## config.mk

```make
export PLATFORM = sky130hd
export DESIGN_NAME = pchp_host_port
export DESIGN_NICKNAME = d
export VERILOG_FILES = /design/src/rtl/pchp_pkg.sv /design/src/rtl/pchp_sync.sv /design/src/rtl/pchp_clk_div.sv /design/src/rtl/pchp_host_port.sv
export SDC_FILE = /design/constraint.sdc
export NUM_CORES = 1
export LEC_CHECK = 0
export BUFFER_PORTS_ARGS = -buffer_cell sky130_fd_sc_hd__buf_2
export CAP_MARGIN = 20
export CORE_UTILIZATION = 55
export DETAILED_ROUTE_END_ITERATION = 6
export PLACE_DENSITY = 0.83
export SLEW_MARGIN = 30
export SYNTH_ARGS = -nofsm -noshare
export SYNTH_HDL_FRONTEND = slang
export SYNTH_SLANG_ARGS = --single-unit
```

## constraint.sdc

```tcl
create_clock -name core_clk -period 3.1 [get_ports core_clk]
set_clock_uncertainty 0.2 [all_clocks]
set_input_delay 0.465 -clock core_clk [delete_from_list [all_inputs] [get_ports core_clk]]
set_output_delay 0.465 -clock core_clk [all_outputs]
set_load 0.02 [all_outputs]
```

## src/rtl/pchp_pkg.sv

```systemverilog
// shared constants and types of the slot-port host bus block
package pchp_pkg;

  // ==========================================================================
  // strap layout, captured while reset is held
  localparam int          STRAP_W          = 8;
  localparam int          STRAP_BUS_LSB    = 0;
  localparam int          STRAP_GPIO_BIT   = 3;
  localparam int          STRAP_ORDER_BIT  = 4;
  localparam int          STRAP_POL_BIT    = 5;
  localparam int          STRAP_DIV_LSB    = 6;
  localparam logic [2:0]  BUS_SEP_STROBE   = 3'h4;
  localparam logic [7:0]  STRAP_RESET_VAL  = 8'h00;

  // ==========================================================================
  // host pins and address map
  localparam int          ADDR_W           = 17;
  localparam int          DATA_W           = 16;
  localparam int          CTRL_W           = 5;
  localparam logic [4:0]  CTRL_IDLE_VAL    = 5'h1E;
  localparam logic [17:0] REG_BLOCK_LAST   = 18'h1FFFF;
  localparam logic [17:0] MEM_BLOCK_FIRST  = 18'h20000;
  localparam logic [17:0] MEM_BLOCK_LAST   = 18'h3FFFF;
  localparam logic [16:0] MEM_BUFFER_BYTES = 17'h14000;

  // ==========================================================================
  // bus clock divider
  localparam int          DIV_W            = 2;

  // ==========================================================================
  // access sequencer
  typedef enum logic [1:0] {
    PCHP_IDLE,
    PCHP_REQ,
    PCHP_DONE
  } pchp_state_e;

endpackage

```

## src/rtl/pchp_sync.sv

```systemverilog
// two-stage synchroniser for pins arriving outside core_clk
`timescale 1ns/1ns
module pchp_sync #(
  parameter int               WIDTH     = 1,
  parameter logic [WIDTH-1:0] RESET_VAL = '0
) (
  input  wire logic             core_clk,
  input  wire logic             sys_rst,
  input  wire logic [WIDTH-1:0] async_in,
  output logic      [WIDTH-1:0] sync_out
);

  // ==========================================================================
  // first stage feeds only the second stage
  logic [WIDTH-1:0] meta_q;

  always_ff @(posedge core_clk) begin
    if (sys_rst) begin
      meta_q   <= RESET_VAL;
      sync_out <= RESET_VAL;
    end else begin
      meta_q   <= async_in;
      sync_out <= meta_q;
    end
  end

endmodule

```

## src/rtl/pchp_clk_div.sv

```systemverilog
// bus clock enable divider, divide 1 to 4
`timescale 1ns/1ns
module pchp_clk_div (
  input  wire logic                      core_clk,
  input  wire logic                      sys_rst,
  input  wire logic [pchp_pkg::DIV_W-1:0] div_sel,
  output logic                           bus_clk_en
);

  // ==========================================================================
  // counter wraps at the selected ratio minus one
  logic [pchp_pkg::DIV_W-1:0] cnt_q;

  always_ff @(posedge core_clk) begin
    if (sys_rst) begin
      cnt_q <= '0;
    end else if (cnt_q >= div_sel) begin
      cnt_q <= '0;
    end else begin
      cnt_q <= cnt_q + 2'h1;
    end
  end

  // 00 gives an enable every cycle
  assign bus_clk_en = (cnt_q >= div_sel) && !sys_rst;

endmodule

```

## src/rtl/pchp_host_port.sv

```systemverilog
// slot-port host bus interface: straps, decode, strobes and wait handshake
//
// Notes on behaviour
// - straps are captured at reset release and held until next reset
// - bus type straps 100 enable the separate-strobe 16-bit host port
// - strap three high makes gpio pins inputs, low makes panel outputs
// - strap four picks big endian; strap five picks wait high polarity
// - top two straps set bus clock divide 1, 2, 3 or 4
// - wait stays active until read data valid or write data taken
// - wait is held through internal arbitration; host stretches its cycle
// - memory/register select routes access to registers or display memory
// - offsets 0 to 1FFFF are registers, 20000 to 3FFFF display memory
// - two 128K blocks; display buffer of 80K sits in the second
// - strobes are asynchronous; bus and memory clocks come from input clock
//
// The implementer's own choices: the address-and-strobe port and the register offsets.
`timescale 1ns/1ns
module pchp_host_port (
  input  wire logic                        core_clk,
  input  wire logic                        sys_rst,
  // configuration straps
  input  wire logic [2:0]                  bus_type_straps,
  input  wire logic                        gpio_direction_strap,
  input  wire logic                        byte_order_strap,
  input  wire logic                        hold_polarity_strap,
  input  wire logic [1:0]                  bus_clock_divide_straps,
  // host pins
  input  wire logic                        chip_select_n,
  input  wire logic                        mem_reg_select,
  input  wire logic [pchp_pkg::ADDR_W-1:0] host_address,
  input  wire logic [pchp_pkg::DATA_W-1:0] host_data_in,
  output logic      [pchp_pkg::DATA_W-1:0] host_data_out,
  output logic                             host_data_oe,
  input  wire logic                        read_strobe_n,
  input  wire logic                        low_byte_write_strobe_n,
  input  wire logic                        high_byte_enable_n,
  input  wire logic                        bus_start_in,
  input  wire logic                        read_write_in,
  output logic                             host_wait,
  // configuration seen by the rest of the chip
  output logic                             bus_clk_en,
  output logic                             gpio_as_inputs,
  output logic                             big_endian,
  output logic                             host_port_active,
  // internal access port, toward registers and display memory
  output logic                             int_req,
  output logic                             int_mem_sel,
  output logic      [pchp_pkg::ADDR_W-1:0] int_addr,
  output logic                             int_write,
  output logic      [pchp_pkg::DATA_W-1:0] int_wdata,
  output logic      [1:0]                  int_byte_en,
  input  wire logic                        int_ack,
  input  wire logic [pchp_pkg::DATA_W-1:0] int_rdata
);

  // ==========================================================================
  // helpers
  function automatic logic [15:0] pchp_swap16(input logic [15:0] d, input logic sw);
    pchp_swap16 = sw ? {d[7:0], d[15:8]} : d;
  endfunction

  function automatic logic [1:0] pchp_swap2(input logic [1:0] b, input logic sw);
    pchp_swap2 = sw ? {b[0], b[1]} : b;
  endfunction

  // ==========================================================================
  // synchronisers
  logic [pchp_pkg::STRAP_W-1:0] straps_s;
  logic [pchp_pkg::CTRL_W-1:0]  ctrl_s;
  logic [pchp_pkg::ADDR_W-1:0]  addr_s;
  logic [pchp_pkg::DATA_W-1:0]  data_s;

  pchp_sync #(
    .WIDTH     (pchp_pkg::STRAP_W),
    .RESET_VAL (pchp_pkg::STRAP_RESET_VAL)
  ) u_strap_sync (
    .core_clk (core_clk),
    .sys_rst  (1'b0),
    .async_in ({bus_clock_divide_straps, hold_polarity_strap, byte_order_strap,
                gpio_direction_strap, bus_type_straps}),
    .sync_out (straps_s)
  );

  // strobes and chip select idle high, memory/register select idles low
  pchp_sync #(
    .WIDTH     (pchp_pkg::CTRL_W),
    .RESET_VAL (pchp_pkg::CTRL_IDLE_VAL)
  ) u_ctrl_sync (
    .core_clk (core_clk),
    .sys_rst  (sys_rst),
    .async_in ({chip_select_n, read_strobe_n, low_byte_write_strobe_n,
                high_byte_enable_n, mem_reg_select}),
    .sync_out (ctrl_s)
  );

  pchp_sync #(
    .WIDTH     (pchp_pkg::ADDR_W),
    .RESET_VAL ('0)
  ) u_addr_sync (
    .core_clk (core_clk),
    .sys_rst  (sys_rst),
    .async_in (host_address),
    .sync_out (addr_s)
  );

  pchp_sync #(
    .WIDTH     (pchp_pkg::DATA_W),
    .RESET_VAL ('0)
  ) u_data_sync (
    .core_clk (core_clk),
    .sys_rst  (sys_rst),
    .async_in (host_data_in),
    .sync_out (data_s)
  );

  logic cs_s;
  logic rd_s;
  logic wr_s;
  logic hi_s;
  logic msel_s;

  // active-high views of the synchronised pins
  assign cs_s   = ~ctrl_s[4];
  assign rd_s   = ~ctrl_s[3];
  assign wr_s   = ~ctrl_s[2];
  assign hi_s   = ~ctrl_s[1];
  assign msel_s = ctrl_s[0];

  // ==========================================================================
  // strap capture
  // sampled every cycle under reset so the last value before release sticks
  logic [pchp_pkg::STRAP_W-1:0] cfg_q;
  logic                         active_q;

  always_ff @(posedge core_clk) begin
    if (sys_rst) begin
      cfg_q <= straps_s;
    end
  end

  always_ff @(posedge core_clk) begin
    if (sys_rst) begin
      active_q <= 1'b0;
    end else begin
      active_q <= cfg_q[pchp_pkg::STRAP_BUS_LSB +: 3] == pchp_pkg::BUS_SEP_STROBE;
    end
  end

  assign host_port_active = active_q;
  assign gpio_as_inputs   = cfg_q[pchp_pkg::STRAP_GPIO_BIT];
  assign big_endian       = cfg_q[pchp_pkg::STRAP_ORDER_BIT];

  // ==========================================================================
  // bus clock, memory side shares the same enable
  pchp_clk_div u_div (
    .core_clk   (core_clk),
    .sys_rst    (sys_rst),
    .div_sel    (cfg_q[pchp_pkg::STRAP_DIV_LSB +: pchp_pkg::DIV_W]),
    .bus_clk_en (bus_clk_en)
  );

  // ==========================================================================
  // cycle detection in the bus clock
  logic access_s;
  logic prev_q;
  logic start;

  // bus start and direction pins are tied high and carry nothing here
  // wait asserts already in idle, so the host keeps its strobe until the enable comes
  // limitation: a strobe that drops before the next enable is never seen
  assign access_s = active_q && cs_s && (rd_s || wr_s);
  assign start    = bus_clk_en && access_s && !prev_q;

  always_ff @(posedge core_clk) begin
    if (sys_rst) begin
      prev_q <= 1'b0;
    end else if (bus_clk_en) begin
      prev_q <= access_s;
    end
  end

  // ==========================================================================
  // decode of the captured access
  logic [17:0] offset;
  logic        beyond_buffer;
  logic        is_mem;

  assign offset        = {msel_s, addr_s};
  assign is_mem        = (offset >= pchp_pkg::MEM_BLOCK_FIRST) && (offset <= pchp_pkg::MEM_BLOCK_LAST);
  // upper part of the memory block has no storage behind it
  assign beyond_buffer = is_mem && (addr_s >= pchp_pkg::MEM_BUFFER_BYTES);

  // ==========================================================================
  // access sequencer
  pchp_pkg::pchp_state_e state_q;
  logic                  ack_seen_q;

  always_ff @(posedge core_clk) begin
    if (sys_rst) begin
      state_q <= pchp_pkg::PCHP_IDLE;
    end else begin
      case (state_q)
        pchp_pkg::PCHP_IDLE: begin
          if (start) begin
            state_q <= beyond_buffer ? pchp_pkg::PCHP_DONE : pchp_pkg::PCHP_REQ;
          end
        end
        pchp_pkg::PCHP_REQ: begin
          if (bus_clk_en && (ack_seen_q || int_ack)) begin
            state_q <= pchp_pkg::PCHP_DONE;
          end
        end
        pchp_pkg::PCHP_DONE: begin
          if (bus_clk_en && !access_s) begin
            state_q <= pchp_pkg::PCHP_IDLE;
          end
        end
        default: begin
          state_q <= pchp_pkg::PCHP_IDLE;
        end
      endcase
    end
  end

  // ack may land between bus enables, so it is held
  always_ff @(posedge core_clk) begin
    if (sys_rst) begin
      ack_seen_q <= 1'b0;
    end else if (state_q == pchp_pkg::PCHP_REQ && int_ack) begin
      ack_seen_q <= 1'b1;
    end else if (state_q != pchp_pkg::PCHP_REQ) begin
      ack_seen_q <= 1'b0;
    end
  end

  // ==========================================================================
  // internal request
  always_ff @(posedge core_clk) begin
    if (sys_rst) begin
      int_req <= 1'b0;
    end else if (state_q == pchp_pkg::PCHP_IDLE && start && !beyond_buffer) begin
      int_req <= 1'b1;
    end else if (int_ack) begin
      int_req <= 1'b0;
    end
  end

  always_ff @(posedge core_clk) begin
    if (sys_rst) begin
      int_mem_sel <= 1'b0;
      int_addr    <= '0;
      int_write   <= 1'b0;
      int_wdata   <= '0;
      int_byte_en <= 2'h0;
    end else if (state_q == pchp_pkg::PCHP_IDLE && start) begin
      int_mem_sel <= is_mem;
      int_addr    <= addr_s;
      int_write   <= wr_s;
      int_wdata   <= pchp_swap16(data_s, big_endian);
      // high strobe alone with odd address is the upper byte only
      int_byte_en <= pchp_swap2({hi_s, !(hi_s && addr_s[0])}, big_endian);
    end
  end

  // ==========================================================================
  // read data toward the host
  always_ff @(posedge core_clk) begin
    if (sys_rst) begin
      host_data_out <= '0;
    end else if (state_q == pchp_pkg::PCHP_IDLE && start && beyond_buffer) begin
      host_data_out <= '0;
    end else if (state_q == pchp_pkg::PCHP_REQ && int_ack && !ack_seen_q) begin
      host_data_out <= pchp_swap16(int_rdata, big_endian);
    end
  end

  // lanes are driven only once the data are settled
  assign host_data_oe = (state_q == pchp_pkg::PCHP_DONE) && !int_write && cs_s && rd_s;

  // ==========================================================================
  // wait handshake
  // wait asserts only after the synchroniser delay, from the synchronised strobes, so a slow bus clock lengthens every access
  // push-pull pin with no enable; the board pull-up only speeds the release edge
  logic wait_active;

  assign wait_active = (state_q == pchp_pkg::PCHP_REQ)
                     || (state_q == pchp_pkg::PCHP_IDLE && access_s);
  assign host_wait   = cfg_q[pchp_pkg::STRAP_POL_BIT] ? wait_active : !wait_active;

endmodule

```

==> impl_metrics.py <==
metrics = {
    "cells_and_area": {
        "areaGrowthSynthToFinish_pct": 31.9,
        "utilization_pct": 75.7,
        "fillers": 609,
        "fin_cells": 785,
        "drive_gt1_share_pct": 28.8,
        "final_nets": 712,
        "num_antenna_cells": 0,
        "regArea_um2": 3300,
        "multi_input_area_um2": 1870,
    },
    "power_and_ir_drop": {
        "p_leak_nw": 2.97,
        "powerDensity_nw_per_um2": 623,
        "peakVddDrop_mv": 0.444,
    },
    "sta": {
        "slew_headroom_pct": 36.7,
        "rsz0062_at_grt": "no",
        "setup_violations": 0,
        "worstMarginPinSlew_ns": 0.948,
        "fin_setup_tns_ns": 0,
        "fmax_mhz": 367,
        "period_minus_slack_ns": 2.72,
        "fin_hold_ws_ns": 0.0381,
        "finalCritPeriodShare_pct": 87.9,
        "slew_viol_final": 0,
        "hold_viol": 0,
    },
    "synth": {
        "syn_inst": 481,
        "syn_avg_cell_area_um2": 11.1,
        "synth.top_cell.area_share_pct": 57.2,
        "synth.area.top_cells": "dfxtp_1 57%, nor2b_1 8.3%, mux2i_1 6.0%",
        "syn-num-nets": 550,
        "synthTopCellsByCount": "153 x dfxtp_1, 71 x nor2b_1, 40 x a21oi_1",
        "synth_cell_types": 39,
        "synthArstFlopShare_pct": 0,
        "synth.most_common_cell": "dfxtp_1",
        "synth_seq_cells": 161,
        "ys_warn_count": 0,
        "ys_seq_area_share_pct": 61.7,
        "synth_edf_count": 8,
        "yosysTopAreaCell": "dfxtp_1",
        "syn_area_um2": 5360,
        "ys.flop_type": "dfxtp_1",
    },
    "clock_network": {
        "cts_sinks": 161,
        "clockBufferDepth": 2,
        "cts_made_buffers": 17,
        "cts_tree": "built",
        "clock_latency_ns": 0.52,
        "clk_pin_slew_ns": 0.06,
        "cts_htree_levels": 4,
        "clock-root-buffer": "clkbuf_8",
    },
    "critical_path": {
        "worstSetupStartpointType": "flop",
        "r2r-end": "int_wdata[4]",
        "cp.arrival_ns": 2.06,
        "path_class": "reg -> out",
        "r2r_setup_slack_ns": 0.58,
        "worst-r2r-cell-count": 7,
        "required_ns": 2.43,
        "worst_r2r_startpoint": "u_div.cnt_q[0]",
        "cp_max_fo": 5,
        "crit_path_end_kind": "output port",
    },
    "drt": {
        "ant_nets": 0,
        "vias_per_cell": 5.03,
        "wire_per_inst_um": 14.4,
        "drtIter0Drc": 258,
        "vias": 3947,
        "drc": 0,
        "wirelength_um": 11300,
        "firstDrtPassIters": 4,
    },
    "floorplanning": {
        "initial_core_util_pct": 57.4,
        "die-area_um2": 10100,
        "fp-row-count": 35,
        "io_pins": 127,
        "dieWidth_um": 101,
        "coreArea_um2": 9330,
        "fp.dieH_um": 101,
    },
    "run_status": {
        "status": "finished, final reports clean",
    },
    "worst_hold_path": {
        "min_to": "u_data_sync.meta_q[7]",
        "worst_hold_startpoint": "host_data_in[7]",
        "hold_depth": 2,
        "hold_class": "in -> reg",
    },
    "global_routing": {
        "grt_pass1_wl_um": 17800,
        "grt_usage_pct": 23.0,
        "grt_pass1_vias": 3724,
        "overflow": 0,
        "antenna_found_initial": 0,
        "grt_max_degree": 72,
    },
    "run": {
        "drv_cap": 0,
    },
    "place": {
        "io_buffers": 124,
        "dpl.cell_count": 707,
        "gp_congestion": 0.764,
        "dp_hpwl_um": 6520,
    },
}
report_power, final:
part	internal (mW)	switching [mW]	total [mW]
clock	1.10	0.829	1.93
combinational	0.143	0.149	0.292
sequential	2.15	0.0264	2.18
total	3.40	1.00	4.40
area by class of cell:
cell class	count	area share [%]
clock buffer	19	6.11
clock inverter	13	1.81
inverter	3	0.159
multi-input combinational	282	26.5
sequential	161	46.8
tap	129	2.29
timing repair buffer	178	16.3
timing repair:
item / CTS / global route
hold buffers: 45 / 0
endpoints found under the hold margin: 45 / 0
gates resized for setup: 0 / 0
buffers inserted: 0 / 0
sequential cells by signal, indices dropped and copies added (netlist names), 5 cells and up:
signal                 count
cfg_q                      8
host_data_out             16
int_addr                  17
int_wdata                 16
u_addr_sync.meta_q        17
u_addr_sync.sync_out      17
u_ctrl_sync.meta_q         5
u_ctrl_sync.sync_out       5
u_data_sync.meta_q        16
u_data_sync.sync_out      16
u_strap_sync.meta_q        8
u_strap_sync.sync_out      8
cells by family after synthesis:
| family | after synthesis | share of synthesized area, % |
|---|---|---|
| mux | 32 | 5.98 |
| buf+inv | 38 | 3.39 |
| xor+xnor | 2 | 0.327 |
| fa+ha+maj | 2 | 0.467 |
| compound gates | 104 | 13.1 |
| flops | 161 | 61.7 |
| simple gates | 142 | 15.1 |
critical path, stage by stage, from the launching register on:
cell and delay, ns:
dfxtp_1 0.38, inv_1 0.06, ha_1 0.31, nand2b_1 0.21
a21oi_2 0.33, nor2_1 0.06, buf_2 0.19
layout by cell type (no fill, tap or decap), types with 3 or more instances in the layout:
cell type	instances
a211oi_1	23
a211oi_2	10
a21oi_1	40
buf_2	123
buf_4	9
clkbuf_16	16
clkinvlp_4	4
dfxtp_1	153
dlygate4sd3_1	45
edfxtp_1	8
inv_1	3
mux2i_1	32
nand2_1	4
nand2b_1	3
nand3_1	22
nor2_1	20
nor2b_1	71
nor3_1	3
o21ai_0	23
or2_2	10
metrics by stage:
step           power, mW  worst slack, ns  area, um^2
2_1_floorplan       2.38             1.08        5360
3_3_place_gp        2.45            0.665        6040
3_5_place_dp        2.46            0.565        6040
4_1_cts             4.43            0.440        7050
5_1_grt             4.57            0.310        7060
6_report            4.40            0.376        7060
worst max path at each step:
stage | from | end
2_1_floorplan | state_q[1] | host_data_oe
3_3_place_gp | cfg_q[7] | int_addr[16]
3_5_place_dp | u_div.cnt_q[0] | state_q[0]
4_1_cts | state_q[1] | host_data_oe
5_1_grt | u_div.cnt_q[0] | bus_clk_en
6_report | u_div.cnt_q[0] | bus_clk_en
per-layer routing:
layer	part of all wire, %	vias to the layer above	GRT usage, %
li1	-	1982	-
met5	0	-	0
met3	5.7	7	5.48
met4	0.89	0	10.0
met1	44	1838	28.5
met2	50	120	38.2
No activity file was read; power rests on OpenSTA's default activity.
